**src/inc/isrc_map.vh**
```
// register offsets, field positions, reset values and bus response codes for isrc
`ifndef ISRC_MAP_VH
`define ISRC_MAP_VH
// byte offsets on the register bus
`define ISRC_OFF_CAUSE      12'h000
`define ISRC_OFF_CTRL_A     12'h004
`define ISRC_OFF_CTRL_B     12'h008
`define ISRC_OFF_CTRL_C     12'h00C
`define ISRC_OFF_CHG_EN     12'h010
`define ISRC_OFF_TMR_LO     12'h014
`define ISRC_OFF_TMR_HI     12'h018
`define ISRC_OFF_TMR_CFG    12'h01C
`define ISRC_OFF_CORE       12'h020
`define ISRC_OFF_SHADOW     12'h024
`define ISRC_OFF_RET_PC     12'h028
// reset_cause_and_priority fields
`define ISRC_RC_PRIO        7
`define ISRC_RC_SBOR        6
`define ISRC_RC_UNUSED      5
`define ISRC_RC_SWRST       4
`define ISRC_RC_WDOG        3
`define ISRC_RC_SLEEP       2
`define ISRC_RC_POR         1
`define ISRC_RC_BOR         0
// irq_control_a fields
`define ISRC_A_GIE          7
`define ISRC_A_PERIPHERAL_IRQ_GATE         6
`define ISRC_A_T0IE         5
`define ISRC_A_INT0E        4
`define ISRC_A_PCE          3
`define ISRC_A_T0IF         2
`define ISRC_A_INT0F        1
`define ISRC_A_PCF          0
// irq_control_b fields
`define ISRC_B_EDGE0        6
`define ISRC_B_EDGE1        5
`define ISRC_B_EDGE2        4
`define ISRC_B_T0IP         2
`define ISRC_B_PCIP         0
// irq_control_c fields
`define ISRC_C_EXT_TWO_PRIORITY       7
`define ISRC_C_EXT_ONE_PRIORITY       6
`define ISRC_C_INT2E        4
`define ISRC_C_INT1E        3
`define ISRC_C_INT2F        1
`define ISRC_C_INT1F        0
// timer config and core control fields
`define ISRC_TC_WIDE        0
`define ISRC_TC_RUN         1
`define ISRC_CORE_SLEEP     0
// reset values and bus response codes
`define ISRC_RST_CTRL_B     8'h7F
`define ISRC_RST_CTRL_C     8'hC0
`define ISRC_RST_TMR_CFG    8'h00
`define ISRC_RESP_OKAY      2'b00
`define ISRC_RESP_SLVERR    2'b10
`endif

```
**src/core/isrc_sync_edge.v**
```verilog
// two-stage pin synchroniser with change detection for isrc
`timescale 1ns/1ps
module isrc_sync_edge #(
    parameter W = 7
) (
    clk_sys,
    rstn,
    pin_async,
    pin_level,
    pin_rise,
    pin_fall
);
    input  wire         clk_sys;
    input  wire         rstn;
    input  wire [W-1:0] pin_async;  // raw pins
    output wire [W-1:0] pin_level;  // synchronised level
    output wire [W-1:0] pin_rise;   // one-cycle rising pulse
    output wire [W-1:0] pin_fall;   // one-cycle falling pulse

    reg [W-1:0] meta_reg;   // first stage, read only by sync_reg
    reg [W-1:0] sync_reg;   // second stage
    reg [W-1:0] last_reg;   // previous synchronised level

    // sync chain; edges are judged on stage two against stage three
    always @(posedge clk_sys or negedge rstn) begin
        if (!rstn) begin
            meta_reg <= {W{1'b0}};
            sync_reg <= {W{1'b0}};
            last_reg <= {W{1'b0}};
        end else begin
            meta_reg <= pin_async;
            sync_reg <= meta_reg;
            last_reg <= sync_reg;
        end
    end

    assign pin_level = sync_reg;
    assign pin_rise  = sync_reg & ~last_reg;
    assign pin_fall  = ~sync_reg & last_reg;
endmodule // isrc_sync_edge

```
**src/core/isrc_top.v**
```verilog
// interrupt sources, reset cause register and context save for isrc
//
// Register access over AXI4-Lite and the register offsets were chosen for this implementation.
`timescale 1ns/1ps
`include "isrc_map.vh"

module isrc_top #(
    parameter PC_W  = 21,
    parameter STK_D = 31
) (
    input  wire            clk_sys,
    input  wire            rstn,
    input  wire            por_event,    // this reset came from power-on
    input  wire            bor_default,  // configured brown-out enable
    input  wire            reset_instr,  // core executed reset instruction
    input  wire            wdog_expired, // watchdog pulse
    input  wire [2:0]      ext_pins,     // ext_irq_zero..two pins
    input  wire [3:0]      port_b_hi,    // port-B pins 7..4
    input  wire            timer_tick,   // timer increment pulse
    input  wire [PC_W-1:0] core_pc,      // return address
    input  wire [7:0]      core_acc,     // working_accumulator
    input  wire [7:0]      core_status,  // status register
    input  wire [7:0]      core_bank,    // bank_select_reg
    input  wire            irq_ack,      // core enters interrupt
    input  wire [11:0]     s_axi_awaddr,
    input  wire            s_axi_awvalid,
    output reg             s_axi_awready,
    input  wire [31:0]     s_axi_wdata,
    input  wire [3:0]      s_axi_wstrb,
    input  wire            s_axi_wvalid,
    output reg             s_axi_wready,
    output reg  [1:0]      s_axi_bresp,
    output reg             s_axi_bvalid,
    input  wire            s_axi_bready,
    input  wire [11:0]     s_axi_araddr,
    input  wire            s_axi_arvalid,
    output reg             s_axi_arready,
    output reg  [31:0]     s_axi_rdata,
    output reg  [1:0]      s_axi_rresp,
    output reg             s_axi_rvalid,
    input  wire            s_axi_rready,
    output reg             irq_high,     // high-priority request
    output reg             irq_low,      // low-priority request
    output reg             wake_req,     // wake core from idle/sleep
    output reg             vector_take   // core should vector on wake
);

    // software-visible control
    reg  [7:0]      rc_reg;       // reset_cause_and_priority
    reg  [7:0]      ca_reg;       // irq_control_a
    reg  [7:0]      cb_reg;       // irq_control_b
    reg  [7:0]      cc_reg;       // irq_control_c
    reg  [3:0]      chg_en_reg;   // change_pin_enables
    reg  [15:0]     tmr_reg;      // timer_zero_count pair
    reg  [7:0]      tcfg_reg;     // width and run control
    reg             sleep_reg;    // core is idle/sleeping
    reg             boot_reg;     // first cycle after reset release
    reg  [23:0]     shadow_reg;   // fast shadow stack
    reg  [PC_W-1:0] stack_mem [0:STK_D-1]; // hardware return stack
    reg  [4:0]      sp_reg;       // stack depth
    reg  [11:0]     waddr_reg;
    reg  [31:0]     wdata_reg;
    reg  [3:0]      wstrb_reg;
    reg             aw_ok_reg;    // address held
    reg             w_ok_reg;     // data held

    wire [6:0] rise;
    wire [6:0] fall;

    // pins 0..2 external, 3..6 upper port-B
    isrc_sync_edge #(.W(7)) u_sync (
        .clk_sys   (clk_sys),
        .rstn      (rstn),
        .pin_async ({port_b_hi, ext_pins}),
        .pin_level (),
        .pin_rise  (rise),
        .pin_fall  (fall)
    );

    // pick rising when edge select is one, else falling
    function edge_hit;
        input sel;
        input r;
        input f;
        begin
            edge_hit = sel ? r : f;
        end
    endfunction

    // byte-lane merge for register writes
    function [7:0] lane;
        input [7:0] old;
        input [7:0] nw;
        input       en;
        begin
            lane = en ? nw : old;
        end
    endfunction

    wire hit0 = edge_hit(cb_reg[`ISRC_B_EDGE0], rise[0], fall[0]);
    wire hit1 = edge_hit(cb_reg[`ISRC_B_EDGE1], rise[1], fall[1]);
    wire hit2 = edge_hit(cb_reg[`ISRC_B_EDGE2], rise[2], fall[2]);
    // only enabled upper pins count as a change
    wire chg_hit = |((rise[6:3] | fall[6:3]) & chg_en_reg);

    wire wide = tcfg_reg[`ISRC_TC_WIDE];
    wire run  = tcfg_reg[`ISRC_TC_RUN] & timer_tick;
    // rollover at all-ones in the chosen width
    wire tmr_ovf = run & (wide ? (tmr_reg == 16'hFFFF)
                               : (tmr_reg[7:0] == 8'hFF));

    // bus handshakes
    wire wr_go = aw_ok_reg & w_ok_reg & ~s_axi_bvalid;
    wire rd_go = s_axi_arvalid & s_axi_arready;
    wire [31:0] wd = wdata_reg;
    wire wl = wstrb_reg[0];
    wire wr_rc  = wr_go & (waddr_reg == `ISRC_OFF_CAUSE);
    wire wr_ca  = wr_go & (waddr_reg == `ISRC_OFF_CTRL_A);
    wire wr_cc  = wr_go & (waddr_reg == `ISRC_OFF_CTRL_C);
    wire wr_tl  = wr_go & (waddr_reg == `ISRC_OFF_TMR_LO);
    wire wr_th  = wr_go & (waddr_reg == `ISRC_OFF_TMR_HI);

    // request gating and priority split
    wire prio_on = rc_reg[`ISRC_RC_PRIO];
    wire req0 = ca_reg[`ISRC_A_INT0F] & ca_reg[`ISRC_A_INT0E];
    wire req1 = cc_reg[`ISRC_C_INT1F] & cc_reg[`ISRC_C_INT1E];
    wire req2 = cc_reg[`ISRC_C_INT2F] & cc_reg[`ISRC_C_INT2E];
    wire reqt = ca_reg[`ISRC_A_T0IF] & ca_reg[`ISRC_A_T0IE];
    wire reqp = ca_reg[`ISRC_A_PCF] & ca_reg[`ISRC_A_PCE];
    // zero always high; others by priority bit, one means high
    wire hi_set = req0
        | (req1 & cc_reg[`ISRC_C_EXT_ONE_PRIORITY])
        | (req2 & cc_reg[`ISRC_C_EXT_TWO_PRIORITY])
        | (reqt & cb_reg[`ISRC_B_T0IP])
        | (reqp & cb_reg[`ISRC_B_PCIP]);
    wire any_req = req0 | req1 | req2 | reqt | reqp;
    wire lo_set = (req1 | req2 | reqt | reqp) & ~hi_set;
    wire global_irq_enable = ca_reg[`ISRC_A_GIE];
    // pins are core-side sources; timer and change are peripheral-gated
    // in compatibility mode
    wire compat_req = req0 | req1 | req2
        | ((reqt | reqp) & ca_reg[`ISRC_A_PERIPHERAL_IRQ_GATE]);

    // flag and control registers; hardware set beats software clear
    always @(posedge clk_sys or negedge rstn) begin
        if (!rstn) begin
            ca_reg   <= 8'h00;
            cb_reg   <= `ISRC_RST_CTRL_B;
            cc_reg   <= `ISRC_RST_CTRL_C;
            chg_en_reg <= 4'h0;
            tcfg_reg <= `ISRC_RST_TMR_CFG;
            tmr_reg  <= 16'h0000;
            sleep_reg <= 1'b0;
        end else begin
            if (wr_ca)
                ca_reg <= lane(ca_reg, wd[7:0], wl);
            if (wr_go && waddr_reg == `ISRC_OFF_CTRL_B)
                cb_reg <= lane(cb_reg, wd[7:0], wl);
            if (wr_cc)
                cc_reg <= lane(cc_reg, wd[7:0], wl);
            if (wr_go && waddr_reg == `ISRC_OFF_CHG_EN && wl)
                chg_en_reg <= wd[3:0];
            if (wr_go && waddr_reg == `ISRC_OFF_TMR_CFG)
                tcfg_reg <= lane(tcfg_reg, wd[7:0], wl);
            // flags are held until software writes them low
            if (hit0)
                ca_reg[`ISRC_A_INT0F] <= 1'b1;
            if (hit1)
                cc_reg[`ISRC_C_INT1F] <= 1'b1;
            if (hit2)
                cc_reg[`ISRC_C_INT2F] <= 1'b1;
            if (tmr_ovf)
                ca_reg[`ISRC_A_T0IF] <= 1'b1;
            if (chg_hit)
                ca_reg[`ISRC_A_PCF] <= 1'b1;
            // timer count: bus write wins over increment
            if (wr_tl || wr_th) begin
                tmr_reg[7:0]  <= wr_tl && wl ? wd[7:0] : tmr_reg[7:0];
                tmr_reg[15:8] <= wr_th && wl ? wd[7:0] : tmr_reg[15:8];
            end else if (run) begin
                if (wide)
                    tmr_reg <= tmr_reg + 16'h0001;
                else
                    tmr_reg[7:0] <= tmr_reg[7:0] + 8'h01;
            end
            // sleep entry by software; any enabled request ends it
            if (wr_go && waddr_reg == `ISRC_OFF_CORE && wl)
                sleep_reg <= wd[`ISRC_CORE_SLEEP];
            else if (sleep_reg && any_req)
                sleep_reg <= 1'b0;
        end
    end

    // reset cause register; reset-time values caught after release
    always @(posedge clk_sys or negedge rstn) begin
        if (!rstn) begin
            rc_reg   <= 8'h00;
            boot_reg <= 1'b1;
        end else begin
            boot_reg <= 1'b0;
            if (boot_reg) begin
                // values depend on strap and reset kind
                rc_reg[`ISRC_RC_SBOR]  <= bor_default;
                rc_reg[`ISRC_RC_POR]   <= ~por_event;
                rc_reg[`ISRC_RC_BOR]   <= ~por_event;
                rc_reg[`ISRC_RC_SWRST] <= 1'b1;
                rc_reg[`ISRC_RC_WDOG]  <= 1'b1;
                rc_reg[`ISRC_RC_SLEEP] <= 1'b1;
            end else begin
                if (wr_rc && wl) begin
                    rc_reg[`ISRC_RC_PRIO] <= wd[`ISRC_RC_PRIO];
                    rc_reg[`ISRC_RC_SBOR] <= wd[`ISRC_RC_SBOR];
                    rc_reg[`ISRC_RC_SWRST] <= wd[`ISRC_RC_SWRST];
                    rc_reg[`ISRC_RC_POR]  <= wd[`ISRC_RC_POR];
                    rc_reg[`ISRC_RC_BOR]  <= wd[`ISRC_RC_BOR];
                end
                // hardware events clear their active-low flags
                if (reset_instr)
                    rc_reg[`ISRC_RC_SWRST] <= 1'b0;
                if (wdog_expired)
                    rc_reg[`ISRC_RC_WDOG] <= 1'b0;
                if (wr_go && waddr_reg == `ISRC_OFF_CORE && wl &&
                    wd[`ISRC_CORE_SLEEP])
                    rc_reg[`ISRC_RC_SLEEP] <= 1'b0;
            end
            rc_reg[`ISRC_RC_UNUSED] <= 1'b0;
        end
    end

    // request outputs and wake decision
    always @(posedge clk_sys or negedge rstn) begin
        if (!rstn) begin
            irq_high    <= 1'b0;
            irq_low     <= 1'b0;
            wake_req    <= 1'b0;
            vector_take <= 1'b0;
        end else begin
            if (prio_on) begin
                irq_high <= global_irq_enable & hi_set;
                irq_low  <= ca_reg[`ISRC_A_PERIPHERAL_IRQ_GATE] & lo_set;
            end else begin
                irq_high <= global_irq_enable & compat_req;
                irq_low  <= 1'b0;
            end
            wake_req    <= sleep_reg & any_req;
            vector_take <= sleep_reg & any_req & global_irq_enable;
        end
    end

    // context save on interrupt entry; stack saturates at depth
    always @(posedge clk_sys or negedge rstn) begin
        if (!rstn) begin
            sp_reg     <= 5'd0;
            shadow_reg <= 24'h00_0000;
        end else if (irq_ack) begin
            shadow_reg <= {core_bank, core_status, core_acc};
            if (sp_reg < STK_D[4:0])
                sp_reg <= sp_reg + 5'd1;
        end
    end

    // stack memory has no reset, so it sits in its own process
    always @(posedge clk_sys) begin
        if (irq_ack && sp_reg < STK_D[4:0])
            stack_mem[sp_reg] <= core_pc;
    end

    // read mux
    reg [31:0] rmux;
    reg        rhit;
    always @* begin
        rmux = 32'h0000_0000;
        rhit = 1'b1;
        case (s_axi_araddr)
            `ISRC_OFF_CAUSE:   rmux[7:0] = rc_reg;
            `ISRC_OFF_CTRL_A:  rmux[7:0] = ca_reg;
            `ISRC_OFF_CTRL_B:  rmux[7:0] = cb_reg;
            `ISRC_OFF_CTRL_C:  rmux[7:0] = cc_reg;
            `ISRC_OFF_CHG_EN:  rmux[3:0] = chg_en_reg;
            `ISRC_OFF_TMR_LO:  rmux[7:0] = tmr_reg[7:0];
            `ISRC_OFF_TMR_HI:  rmux[7:0] = tmr_reg[15:8];
            `ISRC_OFF_TMR_CFG: rmux[7:0] = tcfg_reg;
            `ISRC_OFF_CORE:    rmux[0]   = sleep_reg;
            `ISRC_OFF_SHADOW:  rmux[23:0] = shadow_reg;
            `ISRC_OFF_RET_PC:  rmux[PC_W-1:0] = (sp_reg == 5'd0) ?
                {PC_W{1'b0}} : stack_mem[sp_reg - 5'd1];
            default:           rhit = 1'b0;
        endcase
    end

    // axi4-lite slave: address and data taken in any order
    always @(posedge clk_sys or negedge rstn) begin
        if (!rstn) begin
            s_axi_awready <= 1'b1;
            s_axi_wready  <= 1'b1;
            s_axi_bvalid  <= 1'b0;
            s_axi_bresp   <= `ISRC_RESP_OKAY;
            s_axi_arready <= 1'b1;
            s_axi_rvalid  <= 1'b0;
            s_axi_rdata   <= 32'h0000_0000;
            s_axi_rresp   <= `ISRC_RESP_OKAY;
            aw_ok_reg <= 1'b0;
            w_ok_reg  <= 1'b0;
            waddr_reg <= 12'h000;
            wdata_reg <= 32'h0000_0000;
            wstrb_reg <= 4'h0;
        end else begin
            if (s_axi_awvalid && s_axi_awready) begin
                waddr_reg <= s_axi_awaddr;
                aw_ok_reg <= 1'b1;
                s_axi_awready <= 1'b0;
            end
            if (s_axi_wvalid && s_axi_wready) begin
                wdata_reg <= s_axi_wdata;
                wstrb_reg <= s_axi_wstrb;
                w_ok_reg  <= 1'b1;
                s_axi_wready <= 1'b0;
            end
            if (wr_go) begin
                aw_ok_reg <= 1'b0;
                w_ok_reg  <= 1'b0;
                s_axi_bvalid <= 1'b1;
                // unmapped writes get slverr
                s_axi_bresp <= (waddr_reg <= `ISRC_OFF_CORE &&
                    waddr_reg[1:0] == 2'b00) ? `ISRC_RESP_OKAY
                                             : `ISRC_RESP_SLVERR;
            end
            if (s_axi_bvalid && s_axi_bready) begin
                s_axi_bvalid  <= 1'b0;
                s_axi_awready <= 1'b1;
                s_axi_wready  <= 1'b1;
            end
            if (rd_go) begin
                s_axi_arready <= 1'b0;
                s_axi_rvalid  <= 1'b1;
                s_axi_rdata   <= rmux;
                s_axi_rresp   <= rhit ? `ISRC_RESP_OKAY
                                      : `ISRC_RESP_SLVERR;
            end else if (s_axi_rvalid && s_axi_rready) begin
                s_axi_rvalid  <= 1'b0;
                s_axi_arready <= 1'b1;
            end
        end
    end
endmodule // isrc_top

```
**config.mk**
```make
export PLATFORM = sky130hd
export DESIGN_NAME = isrc_top
export DESIGN_NICKNAME = d
export VERILOG_FILES = /design/src/core/isrc_sync_edge.v /design/src/core/isrc_top.v
export VERILOG_INCLUDE_DIRS = /design/src /design/src/inc
export SDC_FILE = /design/constraint.sdc
export NUM_CORES = 1
export LEC_CHECK = 0
export BUFFER_PORTS_ARGS = -buffer_cell sky130_fd_sc_hd__buf_2
export CORE_ASPECT_RATIO = 0.8
export CORE_MARGIN = 3
export CORE_UTILIZATION = 40
export DETAILED_ROUTE_END_ITERATION = 7
export GPL_ROUTABILITY_DRIVEN = 0
export SKIP_CTS_REPAIR_TIMING = 1
export SLEW_MARGIN = 20
export SYNTH_ARGS = -nofsm -noshare
export SYNTH_HDL_FRONTEND = slang
export SYNTH_SLANG_ARGS = --single-unit
```
**constraint.sdc**
```tcl
create_clock -name clk_sys -period 8.5 [get_ports clk_sys]
set_input_delay 0.85 -clock clk_sys [delete_from_list [all_inputs] [get_ports clk_sys]]
set_output_delay 0.85 -clock clk_sys [all_outputs]
set_load 0.01 [all_outputs]
```
==> results.py, run 1 <==
metrics = {
    "clock_network": {
        "clk_pin_slew_ps": 70,
        "clock-sinks": 820,
        "cts_htree_levels": 3,
        "cts_made_buffers": 77,
        "clockBufferDepth": 3,
        "tritoncts": "built",
        "worst_skew_pair.late_latency_ps": 630,
        "clock-root-buffer": "sky130_fd_sc_hd__clkbuf_16",
    },
    "logic_synthesis": {
        "synth_area_um2": 33200,
        "syn-mean-instance-area_um2": 16.9,
        "yosys_most_used_dff": "sky130_fd_sc_hd__edfxtp_1",
        "syn_inst": 1968,
        "yosys.area.top_type_share_pct": 58.9,
        "post_synthesis_cell_type_count": 77,
        "synth.yosys.seq_area_share_pct": 71.7,
        "synth-edff-count": 651,
        "synth-seq-cells": 820,
        "synthArstFlopShare_pct": 20.6,
        "synth.top_cells.by_area": "sky130_fd_sc_hd__edfxtp_1, sky130_fd_sc_hd__dfrtp_1, sky130_fd_sc_hd__mux4_2",
        "synth.largest_area_cell": "sky130_fd_sc_hd__edfxtp_1",
        "synth-warning-count": 0,
    },
    "timing": {
        "rsz0062_at_grt": "false",
        "slew_headroom_pct": 28.3,
        "achievable-frequency_ghz": 0.226,
        "tightestPinTransition_ps": 1070,
        "final_hold_viol_count": 0,
        "final-max-slew-violation-count": 0,
        "fin_crit_ps": 4420,
        "clock_skew_ps": 15.0,
        "min_period_over_period_pct": 51.9,
        "final_critical_path_setup_slack_ps": 4080,
        "setup_viol_count_final": 0,
        "fin_setup_tns_ps": 0,
    },
    "layout": {
        "layout.area.seq_um2": 23800,
        "final_cell_mix": "sky130_fd_sc_hd__edfxtp_1, sky130_fd_sc_hd__nand2_1, sky130_fd_sc_hd__dfrtp_1, sky130_fd_sc_hd__mux4_2, sky130_fd_sc_hd__buf_2",
        "finish.net_count": 2236,
        "multiInputGateArea_um2": 8960,
        "fill_cells": 6877,
        "drive_above_1_share_pct": 26.3,
        "largest_register_ffs": 651,
        "area_growth_pct": 13.5,
        "finalCoreUtilization_pct": 46.3,
        "layout_commonest_cell": "sky130_fd_sc_hd__edfxtp_1",
    },
    "die": {
        "fp-row-count": 93,
        "die-area_um2": 86500,
        "die_y_um": 264,
        "top_level_ports": 170,
        "core_region_um2": 81300,
        "floorplan.initialDensity_pct": 40.8,
        "die-width_um": 328,
    },
    "placement": {
        "port-buffer-count": 132,
        "detailed_place_hpwl_mm": 48.6,
        "detailedPlace.worstSlack_ps": 3430,
    },
    "power": {
        "clock_power_share_pct": 31.5,
        "internal_power_mw": 7.51,
        "peakVddDrop_uv": 293,
        "leakage_nw": 13.2,
        "power.share.sequential_pct": 44.5,
        "comb_power_share_pct": 24.0,
        "power.total_mw": 10.8,
        "sw_frac_of_total_pct": 30.7,
        "powerDensity_nw_per_um2": 288,
        "p_sw_mw": 3.33,
    },
    "global_route": {
        "first_global_vias": 18442,
        "grt_usage_pct": 18.5,
        "grt_max_degree": 124,
        "grt_overflow": 0,
        "antenna_found_initial": 1,
        "global_route_wire_length_before_repair_mm": 120,
    },
    "detailed_routing": {
        "num_vias": 18299,
        "vias_per_cell": 5.61,
        "drc": 0,
        "first_pass_iters": 6,
        "avgRoutedWirePerCell_um": 24.5,
        "routed_antenna_nets": 0,
        "totalWireLength_mm": 79.8,
        "detail_route.iter0.violations": 1823,
    },
    "min_path": {
        "min_path_type": "input pin to asynchronous set/reset pin",
    },
    "critical_path": {
        "worst-path-max-fanout": 59,
        "worstPathCellList": "inv_1, ha_4, xor2_4, buf_4, buf_4, mux4_2, nor2b_1, a211oi_1, o21ai_1",
        "timing.critical_path.required_ps": 9000,
        "critical_path.reg2reg.startpoint": "sp_reg[0]$_DFFE_PN0P_",
        "rrSetupSlack_ps": 4080,
        "ff2ff_path_depth": 9,
        "timing.critical_path.mode_cell": "sky130_fd_sc_hd__buf_4",
        "worst_path_dominant_cell_family": "buffers and inverters",
        "critical_path.slowest_cell": "sky130_fd_sc_hd__buf_4",
        "cp_slowest_stage_delay_ps": 730,
        "path_buf_inv": 3,
        "crit_arrival_ps": 4920,
        "critical_path_class": "flop to flop",
        "critPathLaunchType": "flop",
        "critical_path.reg2reg.endpoint": "s_axi_rdata[13]$_DFFE_PN0P_",
        "endpoint_kind": "flop",
    },
    "flow_run": {
        "maxCapViolations": 0,
    },
    "run_status": {
        "status": "complete, no violations",
    },
}
## layer usage
layer	wire length, µm	GRT usage [%]
met1	35600	27.2
met2	37400	28.8
met3	5050	2.93
met4	1740	4.88
met5	0	0
## cell type report
cell class	instances	share of cell area, %
Sequential cell	820	63.2
Multi-Input combinational cell	1025	23.8
Clock buffer	101	5.69
Tap cell	1092	3.63
Timing Repair Buffer	166	2.57
Clock inverter	39	0.947
Inverter	16	0.160
Antenna cell	1	0.00665
## worst max path at each step
stage / from / endpoint / slack [ps] / depth (start not counted)
2_1_floorplan: sp_reg[0]$_DFFE_PN0P_ / stack_mem[19][0]$_DFFE_PP_ / 4990 / 8
3_3_place_gp: sp_reg[0]$_DFFE_PN0P_ / s_axi_rdata[13]$_DFFE_PN0P_ / 3480 / 9
3_5_place_dp: sp_reg[0]$_DFFE_PN0P_ / s_axi_rdata[13]$_DFFE_PN0P_ / 3430 / 9
4_1_cts: sp_reg[0]$_DFFE_PN0P_ / s_axi_rdata[11]$_DFFE_PN0P_ / 3400 / 9
5_1_grt: sp_reg[0]$_DFFE_PN0P_ / s_axi_rdata[11]$_DFFE_PN0P_ / 3860 / 9
6_report: sp_reg[0]$_DFFE_PN0P_ / s_axi_rdata[13]$_DFFE_PN0P_ / 4080 / 9
## worst register-to-register path: cells and delay by family (launching register included)
| family | cells | cell delay, ps |
|---|---|---|
| compound gates | 2 | 440 |
| xor+xnor | 1 | 620 |
| fa+ha+maj | 1 | 310 |
| buf+inv | 3 | 1690 |
| flops | 1 | 630 |
| mux | 1 | 460 |
| simple gates | 1 | 140 |
## cell usage after synthesis (all sizes together) (4+ instances only)
master,n
a32oi,9
dfrtp,156
xor2,6
a22oi,7
a211oi,32
nor3,21
o21ai,47
a22o,5
and2,13
nor2b,19
mux2i,53
mux4,138
nor4b,4
clkbuf,51
nand4b,11
a2111oi,14
buf,66
o22ai,10
a31oi,10
a21oi,62
mux2,90
nand4,11
nor2,76
edfxtp,651
and4,10
o31ai,4
nand3,62
dfstp,13
ha,5
nand2,204
inv,16
a21o,4
nor4,5
and3,23
nand2b,6
o211ai,4
xnor2,6
## power groups by stage
stage | registers, mW | logic (mW) | clock network, mW
6_report | 4.82 | 2.60 | 3.41
5_1_grt | 4.85 | 2.80 | 3.64
4_1_cts | 4.84 | 2.62 | 3.48
3_5_place_dp | 4.92 | 2.61 | 0
3_3_place_gp | 4.91 | 2.58 | 0
2_1_floorplan | 4.78 | 1.82 | 0
## stage by stage
step	instances	hold WS [ps]	area (µm²)
after floorplan	1978	331	33200
after global placement	3118	337	35100
after detailed placement	3118	338	35100
after CTS	3258	113	37600
after global routing	3259	145	37600
final	3260	144	37600
## cell families (layout without fill, tap and decap cells)
family                     count (synthesis)  count (layout)  synth area share (%)
DFF                                      820             820                  71.7
other                                      1              12                0.0113
AOI/OAI and AO/OA                        237             237                  4.71
adders and majority gates                  5               5                 0.189
muxes                                    281             281                  14.0
xor gates and xnor gates                  12              12                 0.396
buffers and inverters                    133             322                  2.00
and+or+nand+nor                          479             479                  6.97
Note: power is estimated with default switching activity, not from simulation.
==> run 2, diff against run 1 <==
Settings changed: ABC_AREA from default to 1.
Clock period 8.5 ns to 3.6 ns, I/O delays scaled along.
==> results.py, run 2 <==
metrics = {
    "placement": {
        "port-buffer-count": 132,
        "numPlacedInstances": 4306,
        "detailedPlace.worstSlack_ps": 827,
        "detailed_place_hpwl_mm": 55.5,
    },
    "global_route": {
        "grt_max_degree": 195,
        "grt_overflow": 0,
        "grt_usage_pct": 20.3,
        "antenna_found_initial": 2,
        "first_global_vias": 21839,
        "global_route_wire_length_before_repair_mm": 138,
    },
    "run_status": {
        "status": "finished with violations",
        "violations": "negative hold slack",
    },
    "timing": {
        "fin_crit_ps": 2840,
        "setup_viol_count_final": 0,
        "slew_headroom_pct": 35.4,
        "min_period_over_period_pct": 78.8,
        "rsz0062_at_grt": "false",
        "achievable-frequency_ghz": 0.352,
        "fin_setup_tns_ps": 0,
        "final_hold_viol_count": 1,
        "final_critical_path_setup_slack_ps": 762,
        "clock_skew_ps": 16.0,
        "timing.hold.ws_ps": -1.88,
        "final-max-slew-violation-count": 0,
        "tightestPinTransition_ps": 969,
    },
    "layout": {
        "layout.area.seq_um2": 23800,
        "fill_cells": 7660,
        "final_cell_mix": "sky130_fd_sc_hd__nand2_1, sky130_fd_sc_hd__nand3_1, sky130_fd_sc_hd__edfxtp_1, sky130_fd_sc_hd__dfrtp_1, sky130_fd_sc_hd__buf_2",
        "multiInputGateArea_um2": 9300,
        "final_cells": 4518,
        "area_growth_pct": 16.0,
        "largest_register_ffs": 651,
        "antenna_cells": 0,
        "finish.net_count": 3467,
        "drive_above_1_share_pct": 13.6,
        "layout_commonest_cell": "sky130_fd_sc_hd__nand2_1",
    },
    "clock_network": {
        "cts_htree_levels": 3,
        "clockBufferDepth": 3,
        "tritoncts": "built",
        "worst_skew_pair.late_latency_ps": 650,
        "clock-sinks": 820,
        "clk_pin_slew_ps": 60,
        "cts_made_buffers": 83,
        "clock-root-buffer": "sky130_fd_sc_hd__clkbuf_16",
    },
    "die": {
        "die_y_um": 268,
        "core_region_um2": 84600,
        "floorplan.initialDensity_pct": 40.6,
        "fp-row-count": 95,
        "top_level_ports": 170,
        "die-width_um": 334,
        "die-area_um2": 89500,
    },
    "logic_synthesis": {
        "synth.largest_area_cell": "sky130_fd_sc_hd__edfxtp_1",
        "syn_inst": 3143,
        "synth.yosys.seq_area_share_pct": 69.2,
        "synth_commonest_cells": "sky130_fd_sc_hd__nand2_1, sky130_fd_sc_hd__nand3_1, sky130_fd_sc_hd__edfxtp_1, sky130_fd_sc_hd__dfrtp_1, sky130_fd_sc_hd__nor2_1",
        "yosys_most_used_dff": "sky130_fd_sc_hd__edfxtp_1",
        "yosys.area.top_type_share_pct": 56.9,
        "synthArstFlopShare_pct": 20.6,
        "post_synthesis_cell_type_count": 47,
        "synth-warning-count": 0,
        "synth-edff-count": 651,
        "syn-mean-instance-area_um2": 10.9,
        "synth_most_common_cell": "sky130_fd_sc_hd__nand2_1",
        "synth_area_um2": 34400,
        "synth.top_cells.by_area": "sky130_fd_sc_hd__edfxtp_1, sky130_fd_sc_hd__dfrtp_1, sky130_fd_sc_hd__nand2_1",
        "synth-seq-cells": 820,
    },
    "power": {
        "clock_power_share_pct": 27.5,
        "comb_power_share_pct": 37.3,
        "leakage_nw": 15.5,
        "sw_frac_of_total_pct": 38.9,
        "powerDensity_nw_per_um2": 810,
        "internal_power_mw": 19.8,
        "peakVddDrop_uv": 1120,
        "p_sw_mw": 12.6,
        "power.share.sequential_pct": 35.2,
    },
    "critical_path": {
        "crit_arrival_ps": 3370,
        "worst-path-max-fanout": 34,
        "critical_path_class": "flop to flop",
        "endpoint_kind": "flop",
        "critPathLaunchType": "flop",
        "timing.critical_path.required_ps": 4130,
    },
    "detailed_routing": {
        "totalWireLength_mm": 92.8,
        "num_vias": 23705,
        "detail_route.iter0.violations": 2622,
        "vias_per_cell": 5.25,
        "routed_antenna_nets": 0,
        "first_pass_iters": 5,
        "drc": 0,
        "avgRoutedWirePerCell_um": 20.5,
    },
    "flow_run": {
        "maxCapViolations": 0,
    },
    "min_path": {
        "min_path_type": "input pin to flop",
    },
}
==> run 2: stage by stage <==
| step | power (mW) | util, % | hold WS [ps] | cell area (µm²) |
|---|---|---|---|---|
| 4_1_cts | 32.3 | 46.4 | -331 | 39300 |
| 3_3_place_gp | 23.3 | 43.1 | 338 | 36500 |
| 5_1_grt | 34.1 | 47.1 | 29.9 | 39900 |
| 2_1_floorplan | 19.4 | - | 64.4 | 34400 |
| 3_5_place_dp | 23.4 | 43.1 | 336 | 36500 |
| 6_report | 32.3 | 47.1 | -1.88 | 39900 |
==> run 2: cell type report <==
cell class	count	share of cell area, %
Multi-Input combinational cell	2036	23.3
Sequential cell	820	59.7
Inverter	123	1.20
Tap cell	1115	3.50
Timing Repair Buffer	273	5.24
Clock buffer	120	6.19
Clock inverter	31	0.894
==> run 2: layer usage <==
layer,vias to the layer above,global-route usage (%),part of all wire [%]
met4,2,5.13,2.2
met3,145,4.63,8.2
met5,-,0,0.0075
met2,875,29.5,43
li1,11199,-,-
met1,11484,30.9,47
==> run 2: critical path: stages, from the launching register on <==
cell and delay (ps):
sky130_fd_sc_hd__dfrtp_1 430, sky130_fd_sc_hd__inv_1 150, sky130_fd_sc_hd__ha_4 480, sky130_fd_sc_hd__buf_4 430, sky130_fd_sc_hd__buf_4 290, sky130_fd_sc_hd__nand3_1 110, sky130_fd_sc_hd__nand3_1 80, sky130_fd_sc_hd__nand3_1 80
sky130_fd_sc_hd__nand3_1 130, sky130_fd_sc_hd__nand2_1 170, sky130_fd_sc_hd__nand2_1 120, sky130_fd_sc_hd__nand2_1 60, sky130_fd_sc_hd__nand2_1 100, sky130_fd_sc_hd__nand2_1 60
==> run 2: path summary, 6_finish.rpt <==
| kind | startpoint | end | slack, ps | cells past startpoint |
|---|---|---|---|---|
| worst max-delay path | sp_reg[1]$_DFFE_PN0P_ | s_axi_rdata[2]$_DFFE_PN0P_ | 760 | 13 |
| worst min-delay path | core_bank[3] | shadow_reg[19]$_DFFE_PN0P_ | -2 | 3 |
| worst max register to register | sp_reg[1]$_DFFE_PN0P_ | s_axi_rdata[2]$_DFFE_PN0P_ | 760 | 13 |
| worst min register to register | u_sync.meta_reg[5]$_DFF_PN0_ | u_sync.pin_level[5]$_DFF_PN0_ | 340 | 0 |
| max in group asynchronous | rstn | s_axi_wready$_DFFE_PN1P_ | 2360 | 3 |
| min in group asynchronous | rstn | vector_take$_DFF_PN0_ | 260 | 2 |
==> run 2: power groups by stage <==
| stage | Sequential [mW] | Clock (mW) | Combinational, mW |
|---|---|---|---|
| finish | 11.4 | 8.89 | 12.1 |
| global route | 11.4 | 9.47 | 13.2 |
| CTS | 11.4 | 9.07 | 11.9 |
| detailed placement | 11.6 | 0 | 11.8 |
| global placement | 11.6 | 0 | 11.8 |
| floorplan | 11.5 | 0 | 7.85 |
==> run 2: kinds of logic after synthesis <==
logic type,Yosys count,share of synthesized area [%]
AND/OR/NAND/NOR,1843,23.3
flip-flops,820,69.2
buffers and inverters,297,4.19
adder cells (fa/ha/maj),5,0.182
multiplexers,7,0.229
other,1,0.0109
AO/OA/AOI/OAI,154,2.49
XOR/XNOR,16,0.408
